$ cat src/fig_pkg.sv
// Shared constants and types for the flash integrity guard.
// Assumes a single 50 MHz clock domain and an asynchronous active-low reset.
package fig_pkg;
  localparam int unsigned CLK_MHZ        = 50;
  localparam int unsigned DATA_W         = 32;
  localparam int unsigned CHK_W          = 6;
  localparam int unsigned CODE_W         = DATA_W + CHK_W;
  localparam int unsigned ADDR_W         = 12;
  localparam int unsigned SUM_W          = 16;
  localparam int unsigned GPIO_W         = 26;
  localparam int unsigned PWM_W          = 12;
  localparam int unsigned CFG_W          = 8;
  localparam int unsigned WDOG_US        = 1000;
  localparam int unsigned WDOG_CYC       = WDOG_US * CLK_MHZ;
  localparam int unsigned WDOG_W         = 24;
  localparam int unsigned RST_HOLD_CYC   = 16;
  localparam int unsigned RST_W          = 5;
  localparam logic [SUM_W-1:0] SUM_INIT  = 16'h0000;
  localparam logic [CFG_W-1:0] CFG_MAX   = 8'hc8;
  localparam logic [CFG_W-1:0] CFG_MIN   = 8'h01;
  localparam logic [CFG_W-1:0] CFG_DFLT  = 8'h10;
  localparam logic [1:0] REG_PROG        = 2'h0;
  localparam logic [1:0] REG_CFG         = 2'h1;
  localparam logic [1:0] REG_LOG         = 2'h2;
  localparam int unsigned ST_CFG_ERR     = 0;
  localparam int unsigned ST_PROG_ERR    = 1;
  localparam int unsigned ST_LOG_ERR     = 2;
  localparam int unsigned ST_ECC_UNC     = 3;
  localparam int unsigned ST_W           = 4;
endpackage : fig_pkg

$ cat src/fig_ecc_if.sv
// Interface carrying one protected word between the guard and its ECC codec.
// Assumes purely combinational use inside one clock domain.
`timescale 1ns/100ps
interface fig_ecc_if;
  import fig_pkg::*;
  logic [DATA_W-1:0] wr_data;
  logic [CHK_W-1:0]  wr_chk;
  logic [CODE_W-1:0] rd_code;
  logic [DATA_W-1:0] rd_data;
  logic              rd_corr;
  logic              rd_unc;
  modport guard (output wr_data, rd_code, input wr_chk, rd_data, rd_corr, rd_unc);
  modport codec (input wr_data, rd_code, output wr_chk, rd_data, rd_corr, rd_unc);
endinterface : fig_ecc_if

$ cat src/fig_ecc_codec.sv
// Hamming single-error-correcting codec: 32 data bits protected by 6 check bits at positions 1, 2, 4, 8, 16, 32.
// A syndrome that points past the last code position marks the word as uncorrectable.
// Assumes combinational use; the guard registers rd_data and rd_unc but drives wr_chk straight to the flash.
`timescale 1ns/100ps
module fig_ecc_codec
  import fig_pkg::*;
(
  fig_ecc_if.codec e
);
  function automatic logic [38:0] spread(input logic [31:0] d);
    logic [38:0] c;
    int          k;
    c = '0;
    k = 0;
    for (int p = 1; p < 39; p++) begin
      if ((p & (p - 1)) != 0) begin
        c[p] = d[k];
        k++;
      end
    end
    return c;
  endfunction : spread

  function automatic logic [5:0] synd(input logic [38:0] c);
    logic [5:0] s;
    s = '0;
    for (int p = 1; p < 39; p++) begin
      for (int b = 0; b < 6; b++) begin
        if (p[b]) begin
          s[b] = s[b] ^ c[p];
        end
      end
    end
    return s;
  endfunction : synd

  function automatic logic [31:0] gather(input logic [38:0] c);
    logic [31:0] d;
    int          k;
    d = '0;
    k = 0;
    for (int p = 1; p < 39; p++) begin
      if ((p & (p - 1)) != 0) begin
        d[k] = c[p];
        k++;
      end
    end
    return d;
  endfunction : gather

  logic [38:0] wr_pos;
  logic [38:0] rd_pos;
  logic [38:0] fix_pos;
  logic [5:0]  rd_syn;
  logic        rd_fix;

  // Check bit b sits at code position 2**b, so the syndrome of a clean word is zero.
  always_comb begin
    wr_pos   = spread(e.wr_data);
    e.wr_chk = synd(wr_pos);
  end

  always_comb begin
    rd_pos = spread(e.rd_code[DATA_W-1:0]);
    for (int b = 0; b < CHK_W; b++) begin
      rd_pos[1 << b] = e.rd_code[DATA_W+b];
    end
    rd_syn  = synd(rd_pos);
    rd_fix  = (rd_syn != 6'h00) && (rd_syn <= CHK_W'(CODE_W));
    fix_pos = rd_pos;
    if (rd_fix) begin
      fix_pos[rd_syn] = ~rd_pos[rd_syn];
    end
    e.rd_data = gather(fix_pos);
    e.rd_corr = rd_fix;
    e.rd_unc  = (rd_syn > CHK_W'(CODE_W));
  end
endmodule : fig_ecc_codec

$ cat src/fig_guard.sv
// Power-up integrity checks, watchdog reset, parameter range check and flash ECC path.
// Assumes the flash array answers reads in the next cycle and golden sums are inputs.
`timescale 1ns/100ps
module fig_guard
  import fig_pkg::*;
(
  input  wire logic                       clk_i,
  input  wire logic                       reset_n_i,
  input  wire logic [fig_pkg::ADDR_W-1:0] prog_end_i,
  input  wire logic [fig_pkg::ADDR_W-1:0] cfg_end_i,
  input  wire logic [fig_pkg::ADDR_W-1:0] log_end_i,
  input  wire logic [fig_pkg::SUM_W-1:0]  prog_sum_i,
  input  wire logic [fig_pkg::SUM_W-1:0]  cfg_sum_i,
  input  wire logic [fig_pkg::SUM_W-1:0]  log_sum_i,
  output logic      [fig_pkg::ADDR_W-1:0] fl_addr_o,
  output logic                            fl_rd_o,
  output logic                            fl_wr_o,
  output logic      [fig_pkg::CODE_W-1:0] fl_wdata_o,
  input  wire logic [fig_pkg::CODE_W-1:0] fl_rdata_i,
  input  wire logic                       host_wr_i,
  input  wire logic [fig_pkg::ADDR_W-1:0] host_addr_i,
  input  wire logic [fig_pkg::DATA_W-1:0] host_wdata_i,
  output logic      [fig_pkg::DATA_W-1:0] host_rdata_o,
  output logic                            host_rvalid_o,
  output logic                            host_rd_unc_o,
  input  wire logic                       cfg_wr_i,
  input  wire logic [fig_pkg::CFG_W-1:0]  cfg_val_i,
  output logic      [fig_pkg::CFG_W-1:0]  cfg_val_o,
  output logic                            cfg_reject_o,
  input  wire logic                       wdog_kick_i,
  output logic                            run_o,
  output logic                            bus_ready_o,
  output logic                            host_alert_out_n_o,
  output logic      [fig_pkg::ST_W-1:0]   status_o,
  output logic      [fig_pkg::GPIO_W-1:0] gpio_oe_o,
  output logic      [fig_pkg::PWM_W-1:0]  fast_pulse_output_o,
  input  wire logic [fig_pkg::GPIO_W-1:0] gpio_oe_req_i,
  input  wire logic [fig_pkg::PWM_W-1:0]  fast_pulse_req_i
);
  import fig_pkg::*;

  typedef enum logic [2:0] {FIG_HOLD, FIG_SCAN, FIG_RUN, FIG_HALT} fig_state_t;

  fig_ecc_if ecc ();
  fig_ecc_codec u_codec (.e(ecc));

  fig_state_t        state_ff, nxt_state;
  logic [1:0]        region_ff, nxt_region;
  logic [ADDR_W-1:0] addr_ff, nxt_addr;
  logic [SUM_W-1:0]  sum_ff, nxt_sum;
  logic              rd_pend_ff, nxt_rd_pend;
  logic              last_ff, nxt_last;
  logic [ST_W-1:0]   status_ff, nxt_status;
  logic [CFG_W-1:0]  cfg_ff, nxt_cfg;
  logic              reject_ff, nxt_reject;
  logic [WDOG_W-1:0] wdog_ff, nxt_wdog;
  logic [RST_W-1:0]  hold_ff, nxt_hold;
  logic              hrd_ff, nxt_hrd;
  logic [DATA_W-1:0] hdata_ff, nxt_hdata;
  logic              hunc_ff, nxt_hunc;
  logic              hreq_ff, nxt_hreq;
  logic              wdog_fire;
  logic [ADDR_W-1:0] region_end;
  logic [SUM_W-1:0]  region_sum;

  assign wdog_fire = (state_ff == FIG_RUN) && (wdog_ff == WDOG_W'(WDOG_CYC - 1));

  always_comb begin
    unique case (region_ff)
      REG_PROG: begin
        region_end = prog_end_i;
        region_sum = prog_sum_i;
      end
      REG_CFG: begin
        region_end = cfg_end_i;
        region_sum = cfg_sum_i;
      end
      default: begin
        region_end = log_end_i;
        region_sum = log_sum_i;
      end
    endcase
  end

  // Power-up scan walks program, configuration and log regions in turn.
  always_comb begin
    nxt_state   = state_ff;
    nxt_region  = region_ff;
    nxt_addr    = addr_ff;
    nxt_sum     = sum_ff;
    nxt_rd_pend = 1'b0;
    nxt_last    = last_ff;
    nxt_status  = status_ff;
    nxt_cfg     = cfg_ff;
    nxt_hold    = hold_ff;
    unique case (state_ff)
      FIG_HOLD: begin
        nxt_hold = hold_ff + RST_W'(1);
        if (hold_ff == RST_W'(RST_HOLD_CYC - 1)) begin
          nxt_state  = FIG_SCAN;
          nxt_region = REG_PROG;
          nxt_addr   = '0;
          nxt_sum    = SUM_INIT;
          nxt_last   = 1'b0;
          nxt_hold   = '0;
        end
      end
      FIG_SCAN: begin
        if (!rd_pend_ff && !last_ff) begin
          nxt_rd_pend = 1'b1;
        end else if (rd_pend_ff) begin
          nxt_sum  = sum_ff + ecc.rd_data[SUM_W-1:0] + ecc.rd_data[DATA_W-1:SUM_W];
          nxt_last = (addr_ff == region_end);
          nxt_addr = addr_ff + ADDR_W'(1);
          // The first configuration word carries the stored setting; a bad sum replaces it later.
          if (region_ff == REG_CFG && addr_ff == prog_end_i + ADDR_W'(1)) begin
            nxt_cfg = ecc.rd_data[CFG_W-1:0];
          end
          if (ecc.rd_unc) begin
            nxt_status[ST_ECC_UNC] = 1'b1;
          end
        end else begin
          nxt_sum  = SUM_INIT;
          nxt_last = 1'b0;
          unique case (region_ff)
            REG_PROG: begin
              nxt_status[ST_PROG_ERR] = (sum_ff != region_sum);
              nxt_region = REG_CFG;
              nxt_addr   = prog_end_i + ADDR_W'(1);
            end
            REG_CFG: begin
              if (sum_ff != region_sum) begin
                nxt_status[ST_CFG_ERR] = 1'b1;
                nxt_cfg = CFG_DFLT;
              end
              nxt_region = REG_LOG;
              nxt_addr   = cfg_end_i + ADDR_W'(1);
            end
            default: begin
              nxt_status[ST_LOG_ERR] = (sum_ff != region_sum);
              nxt_state = status_ff[ST_PROG_ERR] ? FIG_HALT : FIG_RUN;
            end
          endcase
        end
      end
      FIG_RUN: begin
        if (wdog_fire) begin
          nxt_state  = FIG_HOLD;
          nxt_status = '0;
          nxt_cfg    = CFG_DFLT;
        end
      end
      FIG_HALT: begin
        nxt_state = FIG_HALT;
      end
      default: nxt_state = FIG_HOLD;
    endcase
    if (state_ff == FIG_RUN && !wdog_fire && cfg_wr_i && cfg_val_i >= CFG_MIN && cfg_val_i <= CFG_MAX) begin
      nxt_cfg = cfg_val_i;
    end
  end

  always_comb begin
    nxt_wdog = '0;
    if (state_ff == FIG_RUN && !wdog_kick_i && !wdog_fire) begin
      nxt_wdog = wdog_ff + WDOG_W'(1);
    end
    nxt_reject = cfg_wr_i && (state_ff != FIG_RUN || wdog_fire ||
                              cfg_val_i < CFG_MIN || cfg_val_i > CFG_MAX);
    // A host read answer is valid two cycles after its strobe: one for the array, one for this register.
    nxt_hreq   = fl_rd_o && (state_ff != FIG_SCAN);
    nxt_hrd    = hreq_ff;
    nxt_hdata  = ecc.rd_unc ? '0 : ecc.rd_data;
    nxt_hunc   = ecc.rd_unc;
  end

  always_ff @(posedge clk_i or negedge reset_n_i) begin
    if (!reset_n_i) begin
      state_ff   <= FIG_HOLD;
      region_ff  <= REG_PROG;
      addr_ff    <= '0;
      sum_ff     <= SUM_INIT;
      rd_pend_ff <= 1'b0;
      last_ff    <= 1'b0;
      status_ff  <= '0;
      cfg_ff     <= CFG_DFLT;
      reject_ff  <= 1'b0;
      wdog_ff    <= '0;
      hold_ff    <= '0;
      hrd_ff     <= 1'b0;
      hdata_ff   <= '0;
      hunc_ff    <= 1'b0;
      hreq_ff    <= 1'b0;
    end else begin
      state_ff   <= nxt_state;
      region_ff  <= nxt_region;
      addr_ff    <= nxt_addr;
      sum_ff     <= nxt_sum;
      rd_pend_ff <= nxt_rd_pend;
      last_ff    <= nxt_last;
      status_ff  <= nxt_status;
      cfg_ff     <= nxt_cfg;
      reject_ff  <= nxt_reject;
      wdog_ff    <= nxt_wdog;
      hold_ff    <= nxt_hold;
      hrd_ff     <= nxt_hrd;
      hdata_ff   <= nxt_hdata;
      hunc_ff    <= nxt_hunc;
      hreq_ff    <= nxt_hreq;
    end
  end

  // Flash port: scan reads own it; otherwise, once bus_ready_o is high, the host reads or writes encoded words.
  assign ecc.wr_data          = host_wdata_i;
  assign ecc.rd_code          = fl_rdata_i;
  assign fl_rd_o              = (state_ff == FIG_SCAN) ? nxt_rd_pend : !host_wr_i && bus_ready_o;
  assign fl_wr_o              = host_wr_i && bus_ready_o;
  assign fl_addr_o            = (state_ff == FIG_SCAN) ? addr_ff : host_addr_i;
  assign fl_wdata_o           = {ecc.wr_chk, host_wdata_i};
  assign bus_ready_o          = (state_ff == FIG_RUN) || (state_ff == FIG_HALT);
  assign run_o                = (state_ff == FIG_RUN);
  assign host_alert_out_n_o   = !status_ff[ST_CFG_ERR];
  assign status_o             = status_ff;
  assign cfg_val_o            = cfg_ff;
  assign cfg_reject_o         = reject_ff;
  assign host_rdata_o         = hdata_ff;
  assign host_rvalid_o        = hrd_ff;
  assign host_rd_unc_o        = hunc_ff;
  assign gpio_oe_o            = run_o ? gpio_oe_req_i : '0;
  assign fast_pulse_output_o  = run_o ? fast_pulse_req_i : '0;

  // Assertions.
  halt_never_runs_a: assert property (@(posedge clk_i) disable iff (!reset_n_i)
    state_ff == FIG_HALT |=> !run_o && bus_ready_o) else $error("Halted device ran program.");
  run_needs_prog_a: assert property (@(posedge clk_i) disable iff (!reset_n_i)
    $rose(run_o) |-> !status_ff[ST_PROG_ERR]) else $error("Run started with bad program sum.");
  alert_tracks_cfg_a: assert property (@(posedge clk_i) disable iff (!reset_n_i)
    $fell(host_alert_out_n_o) |-> status_o[ST_CFG_ERR] && $past(state_ff) == FIG_SCAN && $past(region_ff) == REG_CFG)
    else $error("Alert not raised by the configuration check.");
  cfg_default_a: assert property (@(posedge clk_i) disable iff (!reset_n_i)
    state_ff == FIG_SCAN && $rose(status_ff[ST_CFG_ERR]) |-> cfg_ff == CFG_DFLT)
    else $error("Defaults not loaded.");
  wdog_reset_a: assert property (@(posedge clk_i) disable iff (!reset_n_i)
    wdog_fire |=> state_ff == FIG_HOLD && status_ff == '0 && cfg_ff == CFG_DFLT ##1 !run_o)
    else $error("Watchdog did not reset.");
  reset_pins_a: assert property (@(posedge clk_i) disable iff (!reset_n_i)
    state_ff == FIG_HOLD |-> gpio_oe_o == '0 && fast_pulse_output_o == '0) else $error("Pins driven in reset.");
  range_check_a: assert property (@(posedge clk_i) disable iff (!reset_n_i)
    cfg_wr_i && cfg_val_i > CFG_MAX |=> cfg_reject_o && $stable(cfg_ff)) else $error("Out of range value taken.");
  ecc_round_a: assert property (@(posedge clk_i) disable iff (!reset_n_i)
    fl_wr_o |-> fl_wdata_o == {ecc.wr_chk, host_wdata_i} && !fl_rd_o) else $error("Check bits missing.");
  unc_flag_a: assert property (@(posedge clk_i) disable iff (!reset_n_i)
    hreq_ff && ecc.rd_unc |=> host_rvalid_o && host_rd_unc_o && host_rdata_o == '0)
    else $error("Uncorrectable word passed.");
  log_check_a: assert property (@(posedge clk_i) disable iff (!reset_n_i)
    state_ff == FIG_SCAN && region_ff == REG_LOG && !rd_pend_ff && last_ff
    |=> status_ff[ST_LOG_ERR] == (log_sum_i != $past(sum_ff))) else $error("Log sum flag wrong.");
  run_cov: cover property (@(posedge clk_i) disable iff (!reset_n_i) $rose(run_o));
  halt_cov: cover property (@(posedge clk_i) disable iff (!reset_n_i) state_ff == FIG_HALT);
  cfg_err_cov: cover property (@(posedge clk_i) disable iff (!reset_n_i) $rose(status_ff[ST_CFG_ERR]));
  wdog_cov: cover property (@(posedge clk_i) disable iff (!reset_n_i) wdog_fire);
  ecc_fix_cov: cover property (@(posedge clk_i) disable iff (!reset_n_i) hreq_ff && ecc.rd_corr);
endmodule : fig_guard

$ cat config.mk
export PLATFORM = sky130hd
export DESIGN_NAME = fig_guard
export DESIGN_NICKNAME = d
export VERILOG_FILES = /design/src/fig_pkg.sv /design/src/fig_ecc_if.sv /design/src/fig_ecc_codec.sv /design/src/fig_guard.sv
export SDC_FILE = /design/constraint.sdc
export NUM_CORES = 1
export LEC_CHECK = 0
export BUFFER_PORTS_ARGS = -buffer_cell sky130_fd_sc_hd__clkbuf_2
export CORE_AREA = 2 2 142 144
export DETAILED_ROUTE_END_ITERATION = 6
export DIE_AREA = 0 0 144 146
export GPL_ROUTABILITY_DRIVEN = 0
export GPL_TIMING_DRIVEN = 0
export PLACE_DENSITY = 0.82
export SKIP_LAST_GASP = 1
export SYNTH_ARGS = -nofsm -noshare
export SYNTH_HDL_FRONTEND = slang
export SYNTH_SLANG_ARGS = --single-unit
$ cat constraint.sdc
create_clock -name clk_i -period 4.6 [get_ports clk_i]
set_clock_uncertainty 0.1 [all_clocks]
set_input_delay 0.23 -clock clk_i [delete_from_list [all_inputs] [get_ports clk_i]]
set_output_delay 0.23 -clock clk_i [all_outputs]
set_load 0.03 [all_outputs]
* Word level (Yosys, flattened, before mapping)
Cells that the tools add are included.
Operators by class: $add $sub $neg 7, multipliers 0, div/mod/pow operators 0, bitwise gates (word level) 175, reduce and logical (&&, ||, !) cells 41, $lt $le $gt $ge 8, mux-type cells 60, eq/ne operators 28, shift operators 0
Operator list (count):
- 1-bit bitwise XOR | 174
- 12-bit one-hot mux with 2 select lines | 3
- 16-bit one-hot mux with 2 select lines | 2
- 12-bit 2-to-1 mux | 5
- 8-bit 2-to-1 mux | 7
- 16-bit 2-to-1 mux | 3
- 39-bit bitwise mux | 1
- 39-bit 2-to-1 mux | 1
- 12-bit by 1-bit adder with 12-bit output, second input constant | 3
- 16-bit adder | 2
- 32-bit 2-to-1 mux | 1
- 26-bit 2-to-1 mux | 1
- 5-bit AND reduction | 5
- 24-bit by 1-bit adder with 24-bit output, second input constant | 1
- 12-bit == test | 2
- 24-bit by 16-bit == test with 1-bit output, second input constant | 1
- 24-bit 2-to-1 mux | 1
- 3-bit 2-to-1 mux | 6
- 16-bit != test | 1
- 2-bit != test, second input constant | 8
- 8-bit one-hot mux with 2 select lines | 1
- 1-bit logical AND | 15
- 1-bit 2-to-1 mux | 15
- 4-bit != test, second input constant | 3
- other kinds (39) | 57
Word-level totals: output and inout bits 140, memory bits (writable) 0, ROM bits 0, memories kept 0, register bits 112, latch bits 0, word-level logic and storage cells 337

* Logic depth before layout (Yosys ltp)
depth after elaboration 29, mapped depth 29, depth with buffers taken out 27

* By module
Synthesis repeated with hierarchy kept, for this count alone.
Unflattened totals: cells, all modules 1194, area total of the unflattened synthesis 10283.6 sq um
By module, submodules not included:
- fig_guard | sequential area each 2778.9 sq um, instances 1, cells each 941, area each 8190.4 sq um
- fig_ecc_codec | sequential area each 0.0 sq um, instances 1, cells each 253, area each 2093.3 sq um

* Worst setup path after synthesis
OpenSTA, ideal clock, no wires.
path type input-to-reg, start input fl_rdata_i[31] in the netlist's numbering, end register sum_ff[15], arrival 6.299 ns, cell stages on the path 29, slack -1.879 ns, setup time 0.080 ns, data required time 4.420 ns, path through buf_4 -> xnor3_2 -> xnor3_2 -> xnor2_1 -> nor2_1 -> mux2_4 -> a222oi_1 -> nand3_1 -> o311a_2 -> nand3_1 -> clkbuf_1 -> mux2i_1 -> fa_1 -> inv_1 -> ha_1 -> fa_1 -> a21o_1 -> a21oi_1 -> o21bai_1 -> a21oi_1 -> o21bai_1 -> a21oi_1 -> o211ai_1 -> a31o_2 -> a21oi_1 -> xor2_1 -> and4_1 -> or2_1 -> o211ai_2
Between the ends: word-level cells in the longest chain between the ends 12, elaborated cells between the ends (all ways) 21, those cells by class 2 x add/sub; 3 x order compare; 9 x mux; 4 x bitwise; 3 x reduce/logical
RTL lines:
- start: declaration | RTL line fig_guard.sv:19 | input wire logic [fig_pkg::CODE_W-1:0] fl_rdata_i,
- 1-bit bitwise XOR | RTL line fig_ecc_codec.sv:30 | s[b] = s[b] ^ c[p];
- 6-bit by 7-bit < comparator with 1-bit output (implied by the code) / 6-bit by 1-bit greater-or-equal comparator with 1-bit output (equally long branches) | RTL line fig_ecc_codec.sv:72 | fix_pos[rd_syn] = ~rd_pos[rd_syn];
- 1-bit logical AND (implied by the code) | RTL line fig_ecc_codec.sv:72
- 1-bit 2-to-1 mux (implied by the code) | RTL line fig_ecc_codec.sv:72
- 1-bit demux with 6-bit select | RTL line fig_ecc_codec.sv:72
- 39-bit bitwise mux | RTL line fig_ecc_codec.sv:72
- 39-bit 2-to-1 mux * | RTL line fig_ecc_codec.sv:71 | if (rd_fix) begin
- 16-bit adder | RTL line fig_guard.sv:112 | nxt_sum = sum_ff + ecc.rd_data[SUM_W-1:0] + ecc.rd_data[DATA_W-1:SUM_W];
- 16-bit adder * | RTL line fig_guard.sv:112
- 16-bit 2-to-1 mux * | RTL line fig_guard.sv:111 | end else if (rd_pend_ff) begin
- 16-bit 2-to-1 mux * | RTL line fig_guard.sv:109 | if (!rd_pend_ff && !last_ff) begin
- 16-bit one-hot mux with 2 select lines * | RTL line fig_guard.sv:96 | unique case (state_ff)
- end signal: assignment | RTL line fig_guard.sv:198 | sum_ff <= nxt_sum;
- end: declaration | RTL line fig_guard.sv:50 | logic [SUM_W-1:0] sum_ff, nxt_sum;
Every way passes the cells marked *; elsewhere a longest branch is shown, timed or not. The select of a mux whose other input is x is not followed. A chain may end at the register's enable or synchronous reset.

* Final worst setup path
start input fl_rdata_i[24] in the netlist's numbering, end register sum_ff[15]
Between the ends: word-level cells in the longest chain between the ends 16, elaborated cells between the ends (all ways) 32, those cells by class 2 x add/sub; 3 x order compare; 9 x mux; 15 x bitwise; 3 x reduce/logical
RTL lines (RTL line):
- 1-bit bitwise XOR (5 in series) | fig_ecc_codec.sv:30
- 6-bit by 7-bit < comparator with 1-bit output (implied by the code) / 6-bit by 1-bit greater-or-equal comparator with 1-bit output (equally long branches) | fig_ecc_codec.sv:72
- 1-bit logical AND (implied by the code) | fig_ecc_codec.sv:72
- 1-bit 2-to-1 mux (implied by the code) | fig_ecc_codec.sv:72
- 1-bit demux with 6-bit select | fig_ecc_codec.sv:72
- 39-bit bitwise mux | fig_ecc_codec.sv:72
- 39-bit 2-to-1 mux * | fig_ecc_codec.sv:71
- 16-bit adder | fig_guard.sv:112
- 16-bit adder * | fig_guard.sv:112
- 16-bit 2-to-1 mux * | fig_guard.sv:111
- 16-bit 2-to-1 mux * | fig_guard.sv:109
- 16-bit one-hot mux with 2 select lines * | fig_guard.sv:96
Marks and branches as above.

==> flow_summary.yaml <==
worst_hold_path:
  hold_depth: 2
  min_path_type: "primary input to register"
drt:
  via_count: 11400
  final_antenna_net_count: 0
  drt-initial-drc-count: 1538
  firstDrtPassIters: 7
  drcViolationCount: 84
  post_drt_wl_per_cell_um: 22.3
  wl_um: 42600
  avgViaCountPerCell: 5.97
cts:
  root_buffer: "clkbuf_16"
  htree_levels: 3
  clk_latency_ns: 0.37
  cts_tree: "yes"
  numCtsBuffers: 9
  cts.sinks: 111
  clockBufferDepth: 2
  clk_pin_slew_ns: 0.09
global_routing:
  grt_pass1_vias: 11000
  track_usage_pct: 36.7
  grt_max_degree: 112
  grt.overflow.total: 0
  grt_pass1_wl_um: 59100
  antenna_found_initial: 2
floorplan:
  dieWidth_um: 144
  dieArea_sq_um: 21000
  coreArea_sq_um: 19300
  io_pins: 357
  start_util_pct: 51.9
  die_y_um: 146
  num_rows: 51
synth:
  yosysTopAreaCellShare_pct: 27.4
  synth-seq-cells: 111
  ys_seq_area_share_pct: 27.7
  synthFlopType: "dfrtp_1"
  syn_area_sq_um: 10000
  synthCells: 1205
  syn-num-nets: 1457
  async_flop_share_pct: 100
  ys_warn_count: 0
  synth_edf_count: 0
  yosys-top-cells-area: "dfrtp_1, xnor2_1, mux2i_1"
  synth_cell_types: 73
  avgSynthCellArea_sq_um: 8.32
  synth_area_leader_cell: "dfrtp_1"
sta:
  setup_violations: 14
  fin_crit_ns: 6.76
  hold_violations: 0
  fmax_mhz: 148
  timing.hold.ws_ns: 0.00838
  fin_crit_sh_pct: 147
  worst_slew_pin_slew_ns: 1.08
  maxSlewHeadroom_pct: 27.3
  worst_slack_ns: -2.16
  drv_slew: 0
  rsz0062_at_grt: "yes"
critical_path:
  cpMostUsedCell: "a21oi_2"
  start_kind: "primary input"
  worstPathRequired_ns: 4.74
  r2r_slack_ns: 0.49
  r2r_cells: 12
  arrival_ns: 6.89
  path_class: "primary input to register"
  max_stage_delay_ns: 0.68
  cp-end-kind: "register"
  worstPathMaxFanout: 5
  crit_path_top_delay_cell: "a21oi_1"
placement:
  numPortBuffers: 355
  dp_slack_ns: -2.06
  dpl.hpwl_um: 27300
power_and_ir_drop:
  leakage_nw: 6.62
  ir_drop_mv: 0.427
  powerDensity_nw_per_um2: 591
finish:
  fin_nets: 1892
  areaGrowthSynthToFinish_pct: 40.4
  final_cell_mix: "clkbuf_2, nand2_1, xnor2_1"
  final_common_cell: "clkbuf_2"
  drive_above_1_share_pct: 36.2
job:
  cap_violations: 0
status:
  violations: "design-rule violations, negative setup slack"
  status: "complete, but fails checks"
==> worst max-delay path: cells and delay by family <==
| kind | cells | cell delay (ns) |
|---|---|---|
| and+or+nand+nor | 4 | 0.73 |
| buffers and inverters | 4 | 0.59 |
| xor gates and xnor gates | 4 | 1.42 |
| AOI/OAI and AO/OA | 13 | 2.72 |
| muxes | 1 | 0.08 |
| adders and majority gates | 3 | 1.09 |
==> where the power goes <==
part           switching (mW)  leakage (nW)  internal, mW
registers               0.127          1.44          1.21
logic                    3.50          5.02          2.64
clock network           0.424         0.155         0.437
total                    4.05          6.62          4.28
==> timing repair <==
item                                    CTS  global route
pin swaps                                52            40
buffers inserted                         58            20
endpoints found under the hold margin   111             0
hold buffers                              2             0
resized for setup                        99            41
cloned                                    2             0
endpoints found under the setup margin   12            14
==> path summary, 6_finish.rpt <==
| kind | to | startpoint |
|---|---|---|
| worst max register to register | cfg_val_o[4]$_DFFE_PN1P_ | region_ff[0]$_DFFE_PN0P_ |
| worst min-delay path | cfg_reject_o$_DFF_PN0_ | cfg_wr_i |
| min in group asynchronous | host_rvalid_o$_DFF_PN0_ | reset_n_i |
| worst min register to register | host_rvalid_o$_DFF_PN0_ | hreq_ff$_DFF_PN0_ |
| max in group asynchronous | host_rdata_o[18]$_DFF_PN0_ | reset_n_i |
| worst max-delay path | sum_ff[15]$_DFFE_PN0P_ | fl_rdata_i[24] |
==> through the flow <==
step | cell area (sq um) | cells | TNS (ns) | power, mW | util, %
3_5_place_dp | 12400 | 1825 | -15.45 | 5.46 | 64.2
5_1_grt | 14100 | 1912 | -17.52 | 8.60 | 72.9
3_3_place_gp | 12400 | 1825 | -14.36 | 5.34 | 64.1
6_report | 14100 | 1912 | -16.46 | 8.33 | 72.9
4_1_cts | 13800 | 1900 | -6.57 | 7.48 | 71.4
2_1_floorplan | 10300 | 1205 | -4.37 | 4.46 | -
==> kinds of logic (layout without fill, tap and decap cells) <==
kind of cell | after synthesis | in the layout | share of synthesized area [%]
XOR/XNOR | 208 | 208 | 20.0
other | 0 | 2 | 0
AO/OA/AOI/OAI | 217 | 217 | 13.4
adder cells (fa/ha/maj) | 36 | 36 | 5.66
flip-flops | 111 | 111 | 27.7
multiplexers | 70 | 70 | 7.11
buffers and inverters | 153 | 593 | 7.02
AND/OR/NAND/NOR | 410 | 410 | 19.1
==> metal layers <==
| metal | part of all wire [%] | track usage, % | wire (um) |
|---|---|---|---|
| met5 | 0 | 0 | 0 |
| met4 | 7.8 | 19.7 | 3300 |
| met3 | 12 | 10.2 | 5310 |
| met2 | 47 | 61.9 | 19800 |
| met1 | 33 | 42.0 | 14200 |
==> registers in the layout (all words and copies together) (netlist names), 2 cells and up <==
name	flops
sum_ff	16
cfg_val_o	8
hold_ff	5
region_ff	2
host_rdata_o	32
state_ff	2
addr_ff	12
wdog_ff	24
status_o	4
==> area by class of cell <==
cell class / count / area, sq um
timing repair buffer: 424 / 2490
antenna: 2 / 5.00
sequential: 111 / 2780
inverter: 71 / 267
clock inverter: 7 / 88.8
buffer: 82 / 494
multi-input combinational: 941 / 7400
tap: 265 / 332
clock buffer: 9 / 225
fill: 1343 / 5250
==> Yosys cell counts (all sizes together) (35+ instances only) <==
| cell | n |
|---|---|
| a21oi | 39 |
| nand3 | 35 |
| nand2 | 131 |
| xnor2 | 150 |
| buf | 41 |
| inv | 71 |
| dfrtp | 110 |
| clkbuf | 41 |
| mux2i | 63 |
| xor2 | 47 |
| and2 | 48 |
| o21ai | 88 |
| nor2 | 109 |
No activity file was read; power rests on OpenSTA's default activity.
